--- config.mk ---
export PLATFORM = sky130hd
export DESIGN_NAME = astr_top
export DESIGN_NICKNAME = d
export VERILOG_FILES = /design/src/astr_pkg.sv /design/src/astr_sync.sv /design/src/astr_baud_gen.sv /design/src/astr_top.sv
export SDC_FILE = /design/constraint.sdc
export NUM_CORES = 1
export LEC_CHECK = 0
export ABC_CLOCK_PERIOD_IN_PS = 3700
export BUFFER_PORTS_ARGS = -buffer_cell sky130_fd_sc_hd__buf_4
export CORE_MARGIN = 10
export CORE_UTILIZATION = 58
export CTS_CLUSTER_SIZE = 20
export DETAILED_ROUTE_END_ITERATION = 10
export PLACE_DENSITY = 0.8
export SLEW_MARGIN = 20
export SYNTH_ARGS = -nofsm -noshare
export SYNTH_HDL_FRONTEND = slang
export SYNTH_SLANG_ARGS = --single-unit
--- constraint.sdc ---
create_clock -name mclk -period 3.7 [get_ports mclk]
set_clock_uncertainty 0.05 [all_clocks]
set_input_delay 0.185 -clock mclk [delete_from_list [all_inputs] [get_ports mclk]]
set_output_delay 0.185 -clock mclk [all_outputs]
set_load 0.1 [all_outputs]
--- src/astr_pkg.sv ---
package astr_pkg;
	// register map, byte addresses
	localparam int ADDR_W = 6;
	localparam logic [5:0] OFF_RX_SC = 6'h00;
	localparam logic [5:0] OFF_TX_BUF = 6'h04;
	localparam logic [5:0] OFF_TX_SC = 6'h08;
	localparam logic [5:0] OFF_BAUD_C = 6'h0C;
	localparam logic [5:0] OFF_DIV_HI = 6'h10;
	localparam logic [5:0] OFF_DIV_LO = 6'h14;
	localparam logic [5:0] OFF_RX_BUF = 6'h18;
	localparam logic [5:0] OFF_PFLAG = 6'h1C;
	localparam logic [5:0] OFF_PEN = 6'h20;
	localparam logic [5:0] OFF_INTC = 6'h24;
	// serial_rx_status_ctrl fields
	localparam int B_PORT_EN = 7;
	localparam int B_RX_NINE_EN = 6;
	localparam int B_CONT_RX = 4;
	localparam int B_ADDR_DET = 3;
	localparam int B_FRAME_ERR = 2;
	localparam int B_OVERRUN = 1;
	localparam int B_RX_NINE_BIT = 0;
	// serial_tx_status_ctrl fields
	localparam int B_TX_NINE_EN = 6;
	localparam int B_TX_EN = 5;
	localparam int B_CLOCKED = 4;
	localparam int B_HIGH_SPEED = 2;
	localparam int B_SHIFT_EMPTY = 1;
	localparam int B_TX_NINE_BIT = 0;
	// baud_control, flag, enable and int control fields
	localparam int B_WIDE_DIV = 3;
	localparam int B_RX_FLAG = 5;
	localparam int B_TX_FLAG = 4;
	localparam int B_GLOBAL_IE = 7;
	localparam int B_PERIPH_IE = 6;
	// reset values and bus answers
	localparam logic [7:0] REG_RST = 8'h00;
	localparam logic LINE_IDLE = 1'h1;
	localparam logic [1:0] RESP_OKAY = 2'h0;
	localparam logic [1:0] RESP_SLVERR = 2'h2;
	// timing counts
	localparam logic [3:0] TICK_LAST = 4'hF;
	localparam logic [3:0] TICK_MID = 4'h7;
	localparam logic [3:0] LAST_BIT8 = 4'h7;
	localparam logic [3:0] LAST_BIT9 = 4'h8;
	localparam logic [1:0] PRE_LAST = 2'h3;
	localparam int FAST_SHIFT = 2;
	typedef enum logic [1:0] {
		TX_IDLE = 2'b00,
		TX_START = 2'b01,
		TX_DATA = 2'b10,
		TX_STOP = 2'b11
	} astr_tx_state_t;
	typedef enum logic [1:0] {
		RX_IDLE = 2'b00,
		RX_START = 2'b01,
		RX_DATA = 2'b10,
		RX_STOP = 2'b11
	} astr_rx_state_t;
endpackage

--- src/astr_sync.sv ---
`timescale 1ns/10ps
`default_nettype none
module astr_sync (
	// system
	input wire logic mclk,
	input wire logic rst_n,
	// pin in, synchronised out
	input wire logic pinIn,
	output logic pinSync
);
	import astr_pkg::*;
	logic meta_q;
	logic sync_q;
	always_ff @(posedge mclk or negedge rst_n) begin
		if (!rst_n) begin
			meta_q <= LINE_IDLE;
			sync_q <= LINE_IDLE;
		end else begin
			meta_q <= pinIn;
			sync_q <= meta_q;
		end
	end
	assign pinSync = sync_q;
endmodule
`default_nettype wire

--- src/astr_baud_gen.sv ---
`timescale 1ns/10ps
`default_nettype none
module astr_baud_gen (
	// system
	input wire logic mclk,
	input wire logic rst_n,
	// configuration
	input wire logic run,
	input wire logic [15:0] divisor,
	input wire logic wide,
	input wire logic highSpeed,
	// one pulse per sixteenth of a bit
	output logic tick
);
	import astr_pkg::*;
	logic [15:0] span;
	logic [1:0] pre_q;
	logic [15:0] cnt_q;
	logic tick_q;
	logic step;
	always_comb begin
		span = wide ? divisor : {8'h00, divisor[7:0]};
		if (wide && highSpeed) begin
			span = span >> FAST_SHIFT;
		end
	end
	// slow 8-bit mode divides by four before the divisor
	assign step = wide || highSpeed || (pre_q == PRE_LAST);
	always_ff @(posedge mclk or negedge rst_n) begin
		if (!rst_n) begin
			pre_q <= 2'h0;
			cnt_q <= 16'h0000;
			tick_q <= 1'h0;
		end else if (!run) begin
			pre_q <= 2'h0;
			cnt_q <= 16'h0000;
			tick_q <= 1'h0;
		end else begin
			pre_q <= pre_q + 2'h1;
			tick_q <= 1'h0;
			if (step) begin
				if (cnt_q >= span) begin
					cnt_q <= 16'h0000;
					tick_q <= 1'h1;
				end else begin
					cnt_q <= cnt_q + 16'h0001;
				end
			end
		end
	end
	assign tick = tick_q;
endmodule
`default_nettype wire

--- src/astr_top.sv ---
// Overview of operation
// - shift register loads only after stop bit
// - transfer takes one cycle, sets buffer-empty flag
// - flag set always; only buffer write clears
// - cleared flag valid second cycle after write
// - tx interrupt passes only when enabled
// - shift-empty status read-only, no interrupt
// - setting transmit enable sets buffer-empty flag
// - buffer write starts transmission when enabled
// - ninth-bit enable sends ninth data bit
// - async when clocked-mode clear, port enabled
// - bit rate from divisor and select bits
// - receiver samples at sixteen times bit rate
// - receive only while continuous receive enabled
// - completed character sets flag, may interrupt
// - ninth bit and errors readable in status
// - eight data bits read from receive buffer
// - clearing continuous receive clears errors
// - address detect withholds ordinary characters
// - interrupts need global and peripheral enables
// - frame: start, 8/9 bits lsb first, stop
`timescale 1ns/10ps
`default_nettype none
module astr_top (
	// system
	input wire logic mclk,
	input wire logic rst_n,
	// axi4-lite write address
	input wire logic [astr_pkg::ADDR_W-1:0] awaddr,
	input wire logic awvalid,
	output logic awready,
	// axi4-lite write data
	input wire logic [31:0] wdata,
	input wire logic [3:0] wstrb,
	input wire logic wvalid,
	output logic wready,
	// axi4-lite write response
	output logic [1:0] bresp,
	output logic bvalid,
	input wire logic bready,
	// axi4-lite read address
	input wire logic [astr_pkg::ADDR_W-1:0] araddr,
	input wire logic arvalid,
	output logic arready,
	// axi4-lite read data
	output logic [31:0] rdata,
	output logic [1:0] rresp,
	output logic rvalid,
	input wire logic rready,
	// serial line
	input wire logic rxPin,
	output logic txPin,
	// processor interrupt
	output logic serIrq
);
	import astr_pkg::*;

	function automatic logic regMapped(input logic [ADDR_W-1:0] a);
		case (a)
			OFF_RX_SC, OFF_TX_BUF, OFF_TX_SC, OFF_BAUD_C, OFF_DIV_HI: regMapped = 1'h1;
			OFF_DIV_LO, OFF_RX_BUF, OFF_PFLAG, OFF_PEN, OFF_INTC: regMapped = 1'h1;
			default: regMapped = 1'h0;
		endcase
	endfunction

	function automatic logic [3:0] lastBit(input logic nine);
		lastBit = nine ? LAST_BIT9 : LAST_BIT8;
	endfunction

	logic awReady_q, wReady_q, bValid_q, arReady_q, rValid_q;
	logic [ADDR_W-1:0] awAddr_q;
	logic [7:0] wByte_q, rData_q, rdVal;
	logic wLane_q;
	logic [1:0] bResp_q, rResp_q;
	logic wrGo, wrEn, rdGo, rdRxBuf;
	logic portEn_q, rxNinthEn_q, contRx_q, addrDet_q, frameErr_q, overrun_q, rxNinthBit_q;
	logic txNinthEn_q, tx_enable_q, clocked_q, highSpeed_q, txNinth_q, wideDiv_q;
	logic [7:0] divHi_q, divLo_q, txBuf_q, rxBuf_q;
	logic txIe_q, rxIe_q, globalIe_q, periphIe_q, serIrq_q;
	logic txBufFull_q, txFlag_q, txShiftEmpty_q, txNine_q, txPin_q, rxFull_q, rxPrev_q;
	logic asyncOn, txRun, rxRun, txLoad, bufWrite, txEnSet, tick, rxSync;
	logic rxDone, rxNinthIn, rxKeep;
	logic [7:0] rxData;
	logic [8:0] txShift_q, rxShift_q;
	logic [3:0] txCnt_q, txIdx_q, rxCnt_q, rxIdx_q;
	astr_tx_state_t txState_q;
	astr_rx_state_t rxState_q;

	////////////////////////////////////////////////////////////////////////////
	// bus slave
	assign wrGo = !awReady_q && !wReady_q && !bValid_q;
	assign wrEn = wrGo && wLane_q && regMapped(awAddr_q);
	assign rdGo = arvalid && arReady_q;
	assign rdRxBuf = rdGo && (araddr == OFF_RX_BUF);

	always_ff @(posedge mclk or negedge rst_n) begin
		if (!rst_n) begin
			awReady_q <= 1'h1;
			awAddr_q <= '0;
		end else if (awvalid && awReady_q) begin
			awAddr_q <= awaddr;
			awReady_q <= 1'h0;
		end else if (wrGo) begin
			awReady_q <= 1'h1;
		end
	end

	always_ff @(posedge mclk or negedge rst_n) begin
		if (!rst_n) begin
			wReady_q <= 1'h1;
			wByte_q <= REG_RST;
			wLane_q <= 1'h0;
		end else if (wvalid && wReady_q) begin
			wByte_q <= wdata[7:0];
			wLane_q <= wstrb[0];
			wReady_q <= 1'h0;
		end else if (wrGo) begin
			wReady_q <= 1'h1;
		end
	end

	always_ff @(posedge mclk or negedge rst_n) begin
		if (!rst_n) begin
			bValid_q <= 1'h0;
			bResp_q <= RESP_OKAY;
		end else if (wrGo) begin
			bValid_q <= 1'h1;
			bResp_q <= regMapped(awAddr_q) ? RESP_OKAY : RESP_SLVERR;
		end else if (bValid_q && bready) begin
			bValid_q <= 1'h0;
		end
	end

	always_comb begin
		rdVal = REG_RST;
		case (araddr)
			OFF_RX_SC: begin
				rdVal[B_PORT_EN] = portEn_q;
				rdVal[B_RX_NINE_EN] = rxNinthEn_q;
				rdVal[B_CONT_RX] = contRx_q;
				rdVal[B_ADDR_DET] = addrDet_q;
				rdVal[B_FRAME_ERR] = frameErr_q;
				rdVal[B_OVERRUN] = overrun_q;
				rdVal[B_RX_NINE_BIT] = rxNinthBit_q;
			end
			OFF_TX_BUF: rdVal = txBuf_q;
			OFF_TX_SC: begin
				rdVal[B_TX_NINE_EN] = txNinthEn_q;
				rdVal[B_TX_EN] = tx_enable_q;
				rdVal[B_CLOCKED] = clocked_q;
				rdVal[B_HIGH_SPEED] = highSpeed_q;
				rdVal[B_SHIFT_EMPTY] = txShiftEmpty_q;
				rdVal[B_TX_NINE_BIT] = txNinth_q;
			end
			OFF_BAUD_C: rdVal[B_WIDE_DIV] = wideDiv_q;
			OFF_DIV_HI: rdVal = divHi_q;
			OFF_DIV_LO: rdVal = divLo_q;
			OFF_RX_BUF: rdVal = rxBuf_q;
			OFF_PFLAG: begin
				rdVal[B_RX_FLAG] = rxFull_q;
				rdVal[B_TX_FLAG] = txFlag_q;
			end
			OFF_PEN: begin
				rdVal[B_RX_FLAG] = rxIe_q;
				rdVal[B_TX_FLAG] = txIe_q;
			end
			OFF_INTC: begin
				rdVal[B_GLOBAL_IE] = globalIe_q;
				rdVal[B_PERIPH_IE] = periphIe_q;
			end
			default: rdVal = REG_RST;
		endcase
	end

	always_ff @(posedge mclk or negedge rst_n) begin
		if (!rst_n) begin
			arReady_q <= 1'h1;
			rValid_q <= 1'h0;
			rData_q <= REG_RST;
			rResp_q <= RESP_OKAY;
		end else if (rdGo) begin
			arReady_q <= 1'h0;
			rValid_q <= 1'h1;
			rData_q <= rdVal;
			rResp_q <= regMapped(araddr) ? RESP_OKAY : RESP_SLVERR;
		end else if (rValid_q && rready) begin
			rValid_q <= 1'h0;
			arReady_q <= 1'h1;
		end
	end

	assign awready = awReady_q;
	assign wready = wReady_q;
	assign bvalid = bValid_q;
	assign bresp = bResp_q;
	assign arready = arReady_q;
	assign rvalid = rValid_q;
	assign rresp = rResp_q;
	assign rdata = {24'h000000, rData_q};

	////////////////////////////////////////////////////////////////////////////
	// control registers
	assign bufWrite = wrEn && (awAddr_q == OFF_TX_BUF);
	assign txEnSet = wrEn && (awAddr_q == OFF_TX_SC) && wByte_q[B_TX_EN] && !tx_enable_q;

	always_ff @(posedge mclk or negedge rst_n) begin
		if (!rst_n) begin
			{portEn_q, rxNinthEn_q, contRx_q, addrDet_q} <= 4'h0;
			{txNinthEn_q, tx_enable_q, clocked_q, highSpeed_q, txNinth_q} <= 5'h00;
			{wideDiv_q, txIe_q, rxIe_q, globalIe_q, periphIe_q} <= 5'h00;
			divHi_q <= REG_RST;
			divLo_q <= REG_RST;
		end else if (wrEn) begin
			case (awAddr_q)
				OFF_RX_SC: begin
					portEn_q <= wByte_q[B_PORT_EN];
					rxNinthEn_q <= wByte_q[B_RX_NINE_EN];
					contRx_q <= wByte_q[B_CONT_RX];
					addrDet_q <= wByte_q[B_ADDR_DET];
				end
				OFF_TX_SC: begin
					txNinthEn_q <= wByte_q[B_TX_NINE_EN];
					tx_enable_q <= wByte_q[B_TX_EN];
					clocked_q <= wByte_q[B_CLOCKED];
					highSpeed_q <= wByte_q[B_HIGH_SPEED];
					txNinth_q <= wByte_q[B_TX_NINE_BIT];
				end
				OFF_BAUD_C: wideDiv_q <= wByte_q[B_WIDE_DIV];
				OFF_DIV_HI: divHi_q <= wByte_q;
				OFF_DIV_LO: divLo_q <= wByte_q;
				OFF_PEN: begin
					rxIe_q <= wByte_q[B_RX_FLAG];
					txIe_q <= wByte_q[B_TX_FLAG];
				end
				OFF_INTC: begin
					globalIe_q <= wByte_q[B_GLOBAL_IE];
					periphIe_q <= wByte_q[B_PERIPH_IE];
				end
				default: ;
			endcase
		end
	end

	////////////////////////////////////////////////////////////////////////////
	// baud ticks and receive pin
	assign asyncOn = portEn_q && !clocked_q;
	assign txRun = asyncOn && tx_enable_q;
	assign rxRun = asyncOn && contRx_q;

	astr_baud_gen u_baud (
		.mclk(mclk),
		.rst_n(rst_n),
		.run(txRun || rxRun),
		.divisor({divHi_q, divLo_q}),
		.wide(wideDiv_q),
		.highSpeed(highSpeed_q),
		.tick(tick)
	);

	astr_sync u_rxSync (
		.mclk(mclk),
		.rst_n(rst_n),
		.pinIn(rxPin),
		.pinSync(rxSync)
	);

	////////////////////////////////////////////////////////////////////////////
	// transmit buffer and flag
	assign txLoad = txRun && txBufFull_q && (txState_q == TX_IDLE);

	always_ff @(posedge mclk or negedge rst_n) begin
		if (!rst_n) begin
			txBuf_q <= REG_RST;
			txBufFull_q <= 1'h0;
		end else if (bufWrite) begin
			txBuf_q <= wByte_q;
			txBufFull_q <= 1'h1;
		end else if (txLoad) begin
			txBufFull_q <= 1'h0;
		end
	end

	// set wins over the clearing write
	always_ff @(posedge mclk or negedge rst_n) begin
		if (!rst_n) begin
			txFlag_q <= 1'h0;
		end else if (txLoad || txEnSet) begin
			txFlag_q <= 1'h1;
		end else if (bufWrite) begin
			txFlag_q <= 1'h0;
		end
	end

	////////////////////////////////////////////////////////////////////////////
	// transmit shifter
	always_ff @(posedge mclk or negedge rst_n) begin
		if (!rst_n) begin
			txState_q <= TX_IDLE;
			txShift_q <= 9'h000;
			txNine_q <= 1'h0;
			txCnt_q <= 4'h0;
			txIdx_q <= 4'h0;
			txShiftEmpty_q <= 1'h1;
		end else if (!txRun) begin
			txState_q <= TX_IDLE;
			txCnt_q <= 4'h0;
			txShiftEmpty_q <= 1'h1;
		end else if (txState_q == TX_IDLE) begin
			if (txLoad) begin
				txShift_q <= {txNinth_q, txBuf_q};
				txNine_q <= txNinthEn_q;
				txIdx_q <= 4'h0;
				txCnt_q <= 4'h0;
				txShiftEmpty_q <= 1'h0;
				txState_q <= TX_START;
			end
		end else if (tick) begin
			txCnt_q <= txCnt_q + 4'h1;
			if (txCnt_q == TICK_LAST) begin
				case (txState_q)
					TX_START: txState_q <= TX_DATA;
					TX_DATA: begin
						txShift_q <= {1'h0, txShift_q[8:1]};
						txIdx_q <= txIdx_q + 4'h1;
						if (txIdx_q == lastBit(txNine_q)) begin
							txState_q <= TX_STOP;
						end
					end
					default: begin
						txState_q <= TX_IDLE;
						txShiftEmpty_q <= 1'h1;
					end
				endcase
			end
		end
	end

	always_ff @(posedge mclk or negedge rst_n) begin
		if (!rst_n) begin
			txPin_q <= LINE_IDLE;
		end else if (txState_q == TX_DATA) begin
			txPin_q <= txShift_q[0];
		end else begin
			txPin_q <= (txState_q != TX_START);
		end
	end
	assign txPin = txPin_q;

	////////////////////////////////////////////////////////////////////////////
	// receive shifter, sixteen ticks per bit
	always_ff @(posedge mclk or negedge rst_n) begin
		if (!rst_n) begin
			rxPrev_q <= LINE_IDLE;
		end else begin
			rxPrev_q <= rxSync;
		end
	end

	always_ff @(posedge mclk or negedge rst_n) begin
		if (!rst_n) begin
			rxState_q <= RX_IDLE;
			rxShift_q <= 9'h000;
			rxCnt_q <= 4'h0;
			rxIdx_q <= 4'h0;
		end else if (!rxRun) begin
			rxState_q <= RX_IDLE;
			rxCnt_q <= 4'h0;
		end else if (rxState_q == RX_IDLE) begin
			if (rxPrev_q && !rxSync) begin
				rxState_q <= RX_START;
				rxCnt_q <= 4'h0;
			end
		end else if (tick) begin
			rxCnt_q <= rxCnt_q + 4'h1;
			case (rxState_q)
				RX_START: begin
					if (rxCnt_q == TICK_MID) begin
						rxCnt_q <= 4'h0;
						rxIdx_q <= 4'h0;
						rxState_q <= rxSync ? RX_IDLE : RX_DATA;
					end
				end
				RX_DATA: begin
					if (rxCnt_q == TICK_LAST) begin
						rxShift_q <= {rxSync, rxShift_q[8:1]};
						rxIdx_q <= rxIdx_q + 4'h1;
						if (rxIdx_q == lastBit(rxNinthEn_q)) begin
							rxState_q <= RX_STOP;
						end
					end
				end
				default: begin
					if (rxCnt_q == TICK_LAST) begin
						rxState_q <= RX_IDLE;
					end
				end
			endcase
		end
	end

	assign rxDone = (rxState_q == RX_STOP) && tick && (rxCnt_q == TICK_LAST);
	assign rxData = rxNinthEn_q ? rxShift_q[7:0] : rxShift_q[8:1];
	assign rxNinthIn = rxNinthEn_q && rxShift_q[8];
	assign rxKeep = !addrDet_q || rxNinthIn;

	////////////////////////////////////////////////////////////////////////////
	// receive buffer, flag and errors
	always_ff @(posedge mclk or negedge rst_n) begin
		if (!rst_n) begin
			rxFull_q <= 1'h0;
			rxBuf_q <= REG_RST;
			rxNinthBit_q <= 1'h0;
			frameErr_q <= 1'h0;
			overrun_q <= 1'h0;
		end else begin
			if (rxDone && rxKeep && !rxFull_q && !overrun_q) begin
				rxFull_q <= 1'h1;
				rxBuf_q <= rxData;
				rxNinthBit_q <= rxNinthIn;
				frameErr_q <= !rxSync;
			end else if (rdRxBuf) begin
				rxFull_q <= 1'h0;
			end
			if (rxDone && rxKeep && rxFull_q) begin
				overrun_q <= 1'h1;
			end
			if (!contRx_q) begin
				frameErr_q <= 1'h0;
				overrun_q <= 1'h0;
			end
		end
	end

	////////////////////////////////////////////////////////////////////////////
	// interrupt request
	always_ff @(posedge mclk or negedge rst_n) begin
		if (!rst_n) begin
			serIrq_q <= 1'h0;
		end else begin
			serIrq_q <= globalIe_q && periphIe_q &&
				((txFlag_q && txIe_q) || (rxFull_q && rxIe_q));
		end
	end
	assign serIrq = serIrq_q;
endmodule
`default_nettype wire

# Word-level counts from Yosys, hierarchy flattened
# Cells that the tools add are included.
dict set report op_classes {
  addsub 6
  shift 0
  n_reduce_logical 81
  n_mux 88
  bitwise 1
  n_div 0
  eq_ne 47
  magnitude_cmp 1
  mul 0
}
# operator n
set op_table {}
lappend op_table {{$mux 16} 5}
lappend op_table {{$mux 4} 18}
lappend op_table {{$eq 6x5->1 const B} 8}
lappend op_table {{$mux 9} 5}
lappend op_table {{$mux 2} 18}
lappend op_table {{$logic_and 1x1->1} 32}
lappend op_table {{$mux 1} 32}
lappend op_table {{$eq 6x4->1 const B} 4}
lappend op_table {{$eq 6x6->1 const B} 4}
lappend op_table {{$reduce_bool 2->1} 11}
lappend op_table {{$reduce_or 10->1} 2}
lappend op_table {{$pmux 3 s6} 1}
lappend op_table {{$reduce_and 2->1} 9}
lappend op_table {{$add 16x1->16 const B} 1}
lappend op_table {{$add 4x1->4 const B} 4}
lappend op_table {{$ge 16x16->1} 1}
lappend op_table {{$ne 4x4->1 const B} 4}
lappend op_table {{$pmux 1 s7} 2}
lappend op_table {{$eq 6x3->1 const B} 2}
lappend op_table {{$logic_not 6->1} 2}
lappend op_table {{$pmux 1 s6} 2}
lappend op_table {{$reduce_and 6->1} 2}
lappend op_table {{$reduce_and 5->1} 2}
lappend op_table {{$logic_not 1->1} 9}
lappend op_table {{22 further kinds} 44}
dict set report word_totals {
  latch_bits 0
  input_bits 56
  memories 0
  output_inout_bits 43
  ramBits 0
  romBits 0
  regBits 148
}

# Logic depth before layout (Yosys ltp)
dict set report logic_depth {
  word_depth 10
  mapped_depth 11
  depth_no_buf 9
}

# Modules after synthesis
# Synthesis repeated with hierarchy kept, for this count alone.
dict set report unflattened {
  cells_unflattened 723
  hier_area_um2 7832.5
}
# module cells_each seq_area_each_um2 instances area_each_um2
set modules_own_cells {}
lappend modules_own_cells {astr_top 559 3135.5 1 6192.2}
lappend modules_own_cells {astr_baud_gen 162 475.5 1 1587.8}
lappend modules_own_cells {astr_sync 2 52.6 1 52.6}

# Worst setup path before layout
# No wires, ideal clock.
dict set report synth_timing {
  path_type {register to register}
  start {register highSpeed_q}
  end {register u_baud.cnt_q[5]}
  t_required_ns 3.578
  setup_slack_ns 0.796
  synth_period_minus_slack_ns 2.904
  t_arrival_ns 2.782
  stages_incl_launch_ff 12
  setup_time_ns 0.072
  path_cell_list {dfrtp_1 -> buf_1 -> nand2_1 -> mux2_2 -> ha_1 -> nand2b_1 -> a2111oi_0 -> a2111oi_0 -> nor3b_2 -> o21ai_2 -> buf_6 -> nor2_1}
}
dict set report synth_via {
  elab_chain_len 6
  elab_cells_between_ends 9
}
# item line
set synth_rtl {}
lappend synth_rtl {{from (decl)} astr_top.sv:77} ;# logic txNinthEn_q, tx_enable_q, clocked_q, highSpeed_q, txNinth_q, wideDiv_q;
lappend synth_rtl {{from (signal assigned)} astr_top.sv:225} ;# highSpeed_q <= wByte_q[B_HIGH_SPEED];
lappend synth_rtl {{$logic_and 1x1->1} astr_baud_gen.sv:23} ;# if (wide && highSpeed) begin
lappend synth_rtl {{$mux 16} astr_baud_gen.sv:23}
lappend synth_rtl {{$ge 16x16->1} astr_baud_gen.sv:42} ;# if (cnt_q >= span) begin
lappend synth_rtl {{$mux 16} astr_baud_gen.sv:42}
lappend synth_rtl {{$mux 16} astr_baud_gen.sv:41} ;# if (step) begin
lappend synth_rtl {{$mux 16} astr_baud_gen.sv:34} ;# end else if (!run) begin
lappend synth_rtl {{to (signal assigned)} astr_baud_gen.sv:46} ;# cnt_q <= cnt_q + 16'h0001;
lappend synth_rtl {{to (decl)} astr_baud_gen.sv:18} ;# logic [15:0] cnt_q;
# Several ways; a longest one is shown, not always the timed one. The select of a mux whose other input is x is not followed.
# A chain may end at the register's enable or synchronous reset.

# Worst setup path in the final report
dict set report layout_timing {
  start {register highSpeed_q}
  end {register u_baud.cnt_q[3]}
}
# The elaborated chain is that of the path after synthesis.

==> metrics.txt <==
reg-to-reg critical path startpoint highSpeed_q$_DFFE_PN0N_; result of the run finished clean; post-route standard cell area excluding fillers 8910 um^2; Synth Area per Inst 10.7 um^2; max-capacitance violation count 0; count of non-filler cells in the finished layout 964; pin count of the biggest net entering global routing 91; area after detailed placement 8010 um^2; largest fanout of any net on the critical path 13; data arrival time of the critical path 3470 ps; critical path startpoint category flop; effective utilization at floorplan 0.597; final count of hold timing violations 0; total power of the final layout 0.00561 W; GRT Util Overall 0.208; total overflow reported by the global router 0; number of instances in the synthesized netlist 712; maximum buffer depth of the clock tree 2; average via count per standard cell 5.96; DP HPWL 12600 um; clock buffer count from CTS 17; unrepaired setup endpoints after global routing no; final worst path period share 0.875; instance count after placement with tap cells included 909; boundary pin count 99; n_diodes 0; wire length of the first global-routing pass 30200 um; required time reported for the critical path endpoint 3930 ps; register bit count reported by yosys 146; classification of the worst-slack hold path in -> reg; root cell of the clock tree clkbuf_16; Critical Path Sink Type flop; core region area 12800 um^2; max-slew violation count 0; launch point of the worst hold path araddr[0]; measured slew at the worst slew-check pin 1160 ps; count of yosys warnings during synthesis 0; highest ir drop seen on vdd 0.679 mV; fill cell count 876; most used flip-flop cell after synthesis dfrtp_1; Skew-Pair Late Insertion Delay 420 ps; asr flop ratio synth 1.00; antenna violation net count after detailed routing 0; clock edge transition at the registers on the reported setup and hold paths 60 ps; Die Span Y 135 um; LEAKAGE 4.17 nW; area of the die 18100 um^2; Final Setup Violations 0; Residual DRC 0; setup TNS 0 ps; area used by sequential logic in the layout 3660 um^2; number of synthesized flops with an enable pin 0; start point of the critical path highSpeed_q$_DFFE_PN0N_; number of search-and-repair iterations in the first detailed-routing pass 5; register area share after synthesis 0.480; number of global-route vias before repair 5896; setup repair bufs after CTS 0; layout cell share with drive strength beyond 1 0.226; number of sinks driven by the clock tree 146; number of different library cells in the post-synthesis netlist 67; multi-input combinational cell area 3680 um^2; final layout net count 866; H-tree depth reported by CTS 4; TritonCTS clock tree done; antenna violations before repair 0; input/output buffers 45; type of the setup path with the least slack reg -> reg; growth of design area from synthesis to finish 16.8%; worst slew slack as a fraction of its limit 0.222; final routed wire length divided by cell count 19.3 um; power density relative to cell area 630 nW/um^2; Gates resized, CTS repair 0; total number of vias 5742; floorplan row count 41; highest achievable clock rate 309 MHz; Netlist Area Pre-Place 7630 um^2; clock period minus worst slack 3240 ps; DRT Wirelength 18600 um; DRC marker count from the first detailed-route iteration 465; width of the chip 135 um; placer's final routability congestion estimate 0.853
-- through the flow --
stage,setup slack (ps),util,hold slack (ps)
global route,148,0.698,93.6
finish,462,0.698,77.5
floorplan,796,-,-161
detailed placement,497,0.627,244
CTS,469,0.698,68.0
global placement,645,0.627,243
-- worst max-delay path, stage by stage (launching register included) --
cell	delay [ps]
dfrtp_1	630
nand2_1	370
mux2_2	370
ha_1	260
nand2b_1	90
a2111oi_0	80
a2111oi_0	520
nor3b_2	160
o21ai_2	450
nor2_1	120
-- timing repair --
| item | in CTS | in global routing |
|---|---|---|
| hold buffers | 23 | 0 |
| hold endpoints to repair | 102 | 0 |
| setup endpoints to repair | 0 | 0 |
-- synth_stat cells, types with 7 or more instances --
| master | number | area [um^2] |
|---|---|---|
| dfrtp_1 | 138 | 3450 |
| nand2_1 | 78 | 293 |
| mux2_2 | 72 | 811 |
| nor2_1 | 52 | 195 |
| o21ai_0 | 51 | 255 |
| mux2i_1 | 37 | 370 |
| ha_1 | 31 | 388 |
| a21oi_1 | 27 | 135 |
| buf_4 | 27 | 203 |
| inv_1 | 22 | 82.6 |
| nand3_1 | 20 | 100 |
| nand4_1 | 12 | 75.1 |
| clkbuf_1 | 10 | 37.5 |
| xor2_1 | 10 | 87.6 |
| dfstp_2 | 8 | 210 |
| a22oi_1 | 7 | 52.6 |
| buf_2 | 7 | 35.0 |
-- flip-flops by register name (all words and copies together) (netlist names), 2 cells and up --
| name | cells |
|---|---|
| awAddr_q | 6 |
| divHi_q | 8 |
| divLo_q | 8 |
| rData_q | 8 |
| rxBuf_q | 8 |
| rxCnt_q | 4 |
| rxIdx_q | 4 |
| rxShift_q | 9 |
| rxState_q | 2 |
| txBuf_q | 8 |
| txCnt_q | 4 |
| txIdx_q | 4 |
| txShift_q | 9 |
| txState_q | 2 |
| u_baud.cnt_q | 16 |
| u_baud.pre_q | 2 |
| wByte_q | 8 |
-- metal layers --
metal | track usage | vias to the layer above | part of all wire
met5 | 0 | - | 0
met4 | 0.0774 | 0 | 0.023
met3 | 0.0512 | 36 | 0.066
met2 | 0.360 | 215 | 0.51
met1 | 0.242 | 2874 | 0.40
li1 | - | 2617 | -
-- kinds of logic (layout without fill, tap and decap cells) --
logic type,count (synthesis),in the layout,share of synthesized area
other,1,26,0.000492
adders and majority gates,31,31,0.0508
AOI/OAI and AO/OA,122,122,0.0991
muxes,111,111,0.161
buffers and inverters,71,126,0.0507
xor gates and xnor gates,16,16,0.0184
and+or+nand+nor,214,214,0.140
DFF,146,146,0.480
-- final cells by class --
cell class / instances / share of cell area
Multi-Input combinational cell: 520 / 0.413
Sequential cell: 146 / 0.411
Timing Repair Buffer: 72 / 0.0675
Clock buffer: 23 / 0.0559
Tap cell: 172 / 0.0241
Clock inverter: 9 / 0.0195
Inverter: 22 / 0.00927
-- power breakdown --
part           internal, W  switching [W]
Sequential         0.00189       0.000439
Combinational     0.000512       0.000836
Clock              0.00128       0.000646
Total              0.00369        0.00192
-- cell usage in the layout, fill, tap and decap left out, types with 23 or more instances in the layout --
master,netlist,layout
mux2_2,72,72
buf_4,27,48
a21oi_1,27,27
nor2_1,52,52
dlygate4sd3_1,0,23
ha_1,31,31
o21ai_0,51,51
dfrtp_1,138,138
conb_1,1,26
mux2i_1,37,37
nand2_1,78,78
-- final timing paths --
| check | to | slack (ps) | depth (start not counted) |
|---|---|---|---|
| min in group asynchronous | u_baud.cnt_q[3]$_DFFE_PN0P_ | 360 | 2 |
| min | rData_q[5]$_DFFE_PN0P_ | 80 | 3 |
| min reg2reg | u_rxSync.pinSync$_DFF_PN1_ | 300 | 0 |
| max in group asynchronous | rxBuf_q[1]$_DFFE_PN0P_ | 2320 | 3 |
| max | u_baud.cnt_q[3]$_DFFE_PN0P_ | 460 | 9 |
| max reg2reg | u_baud.cnt_q[3]$_DFFE_PN0P_ | 460 | 9 |
No activity file was read; power rests on OpenSTA's default activity.
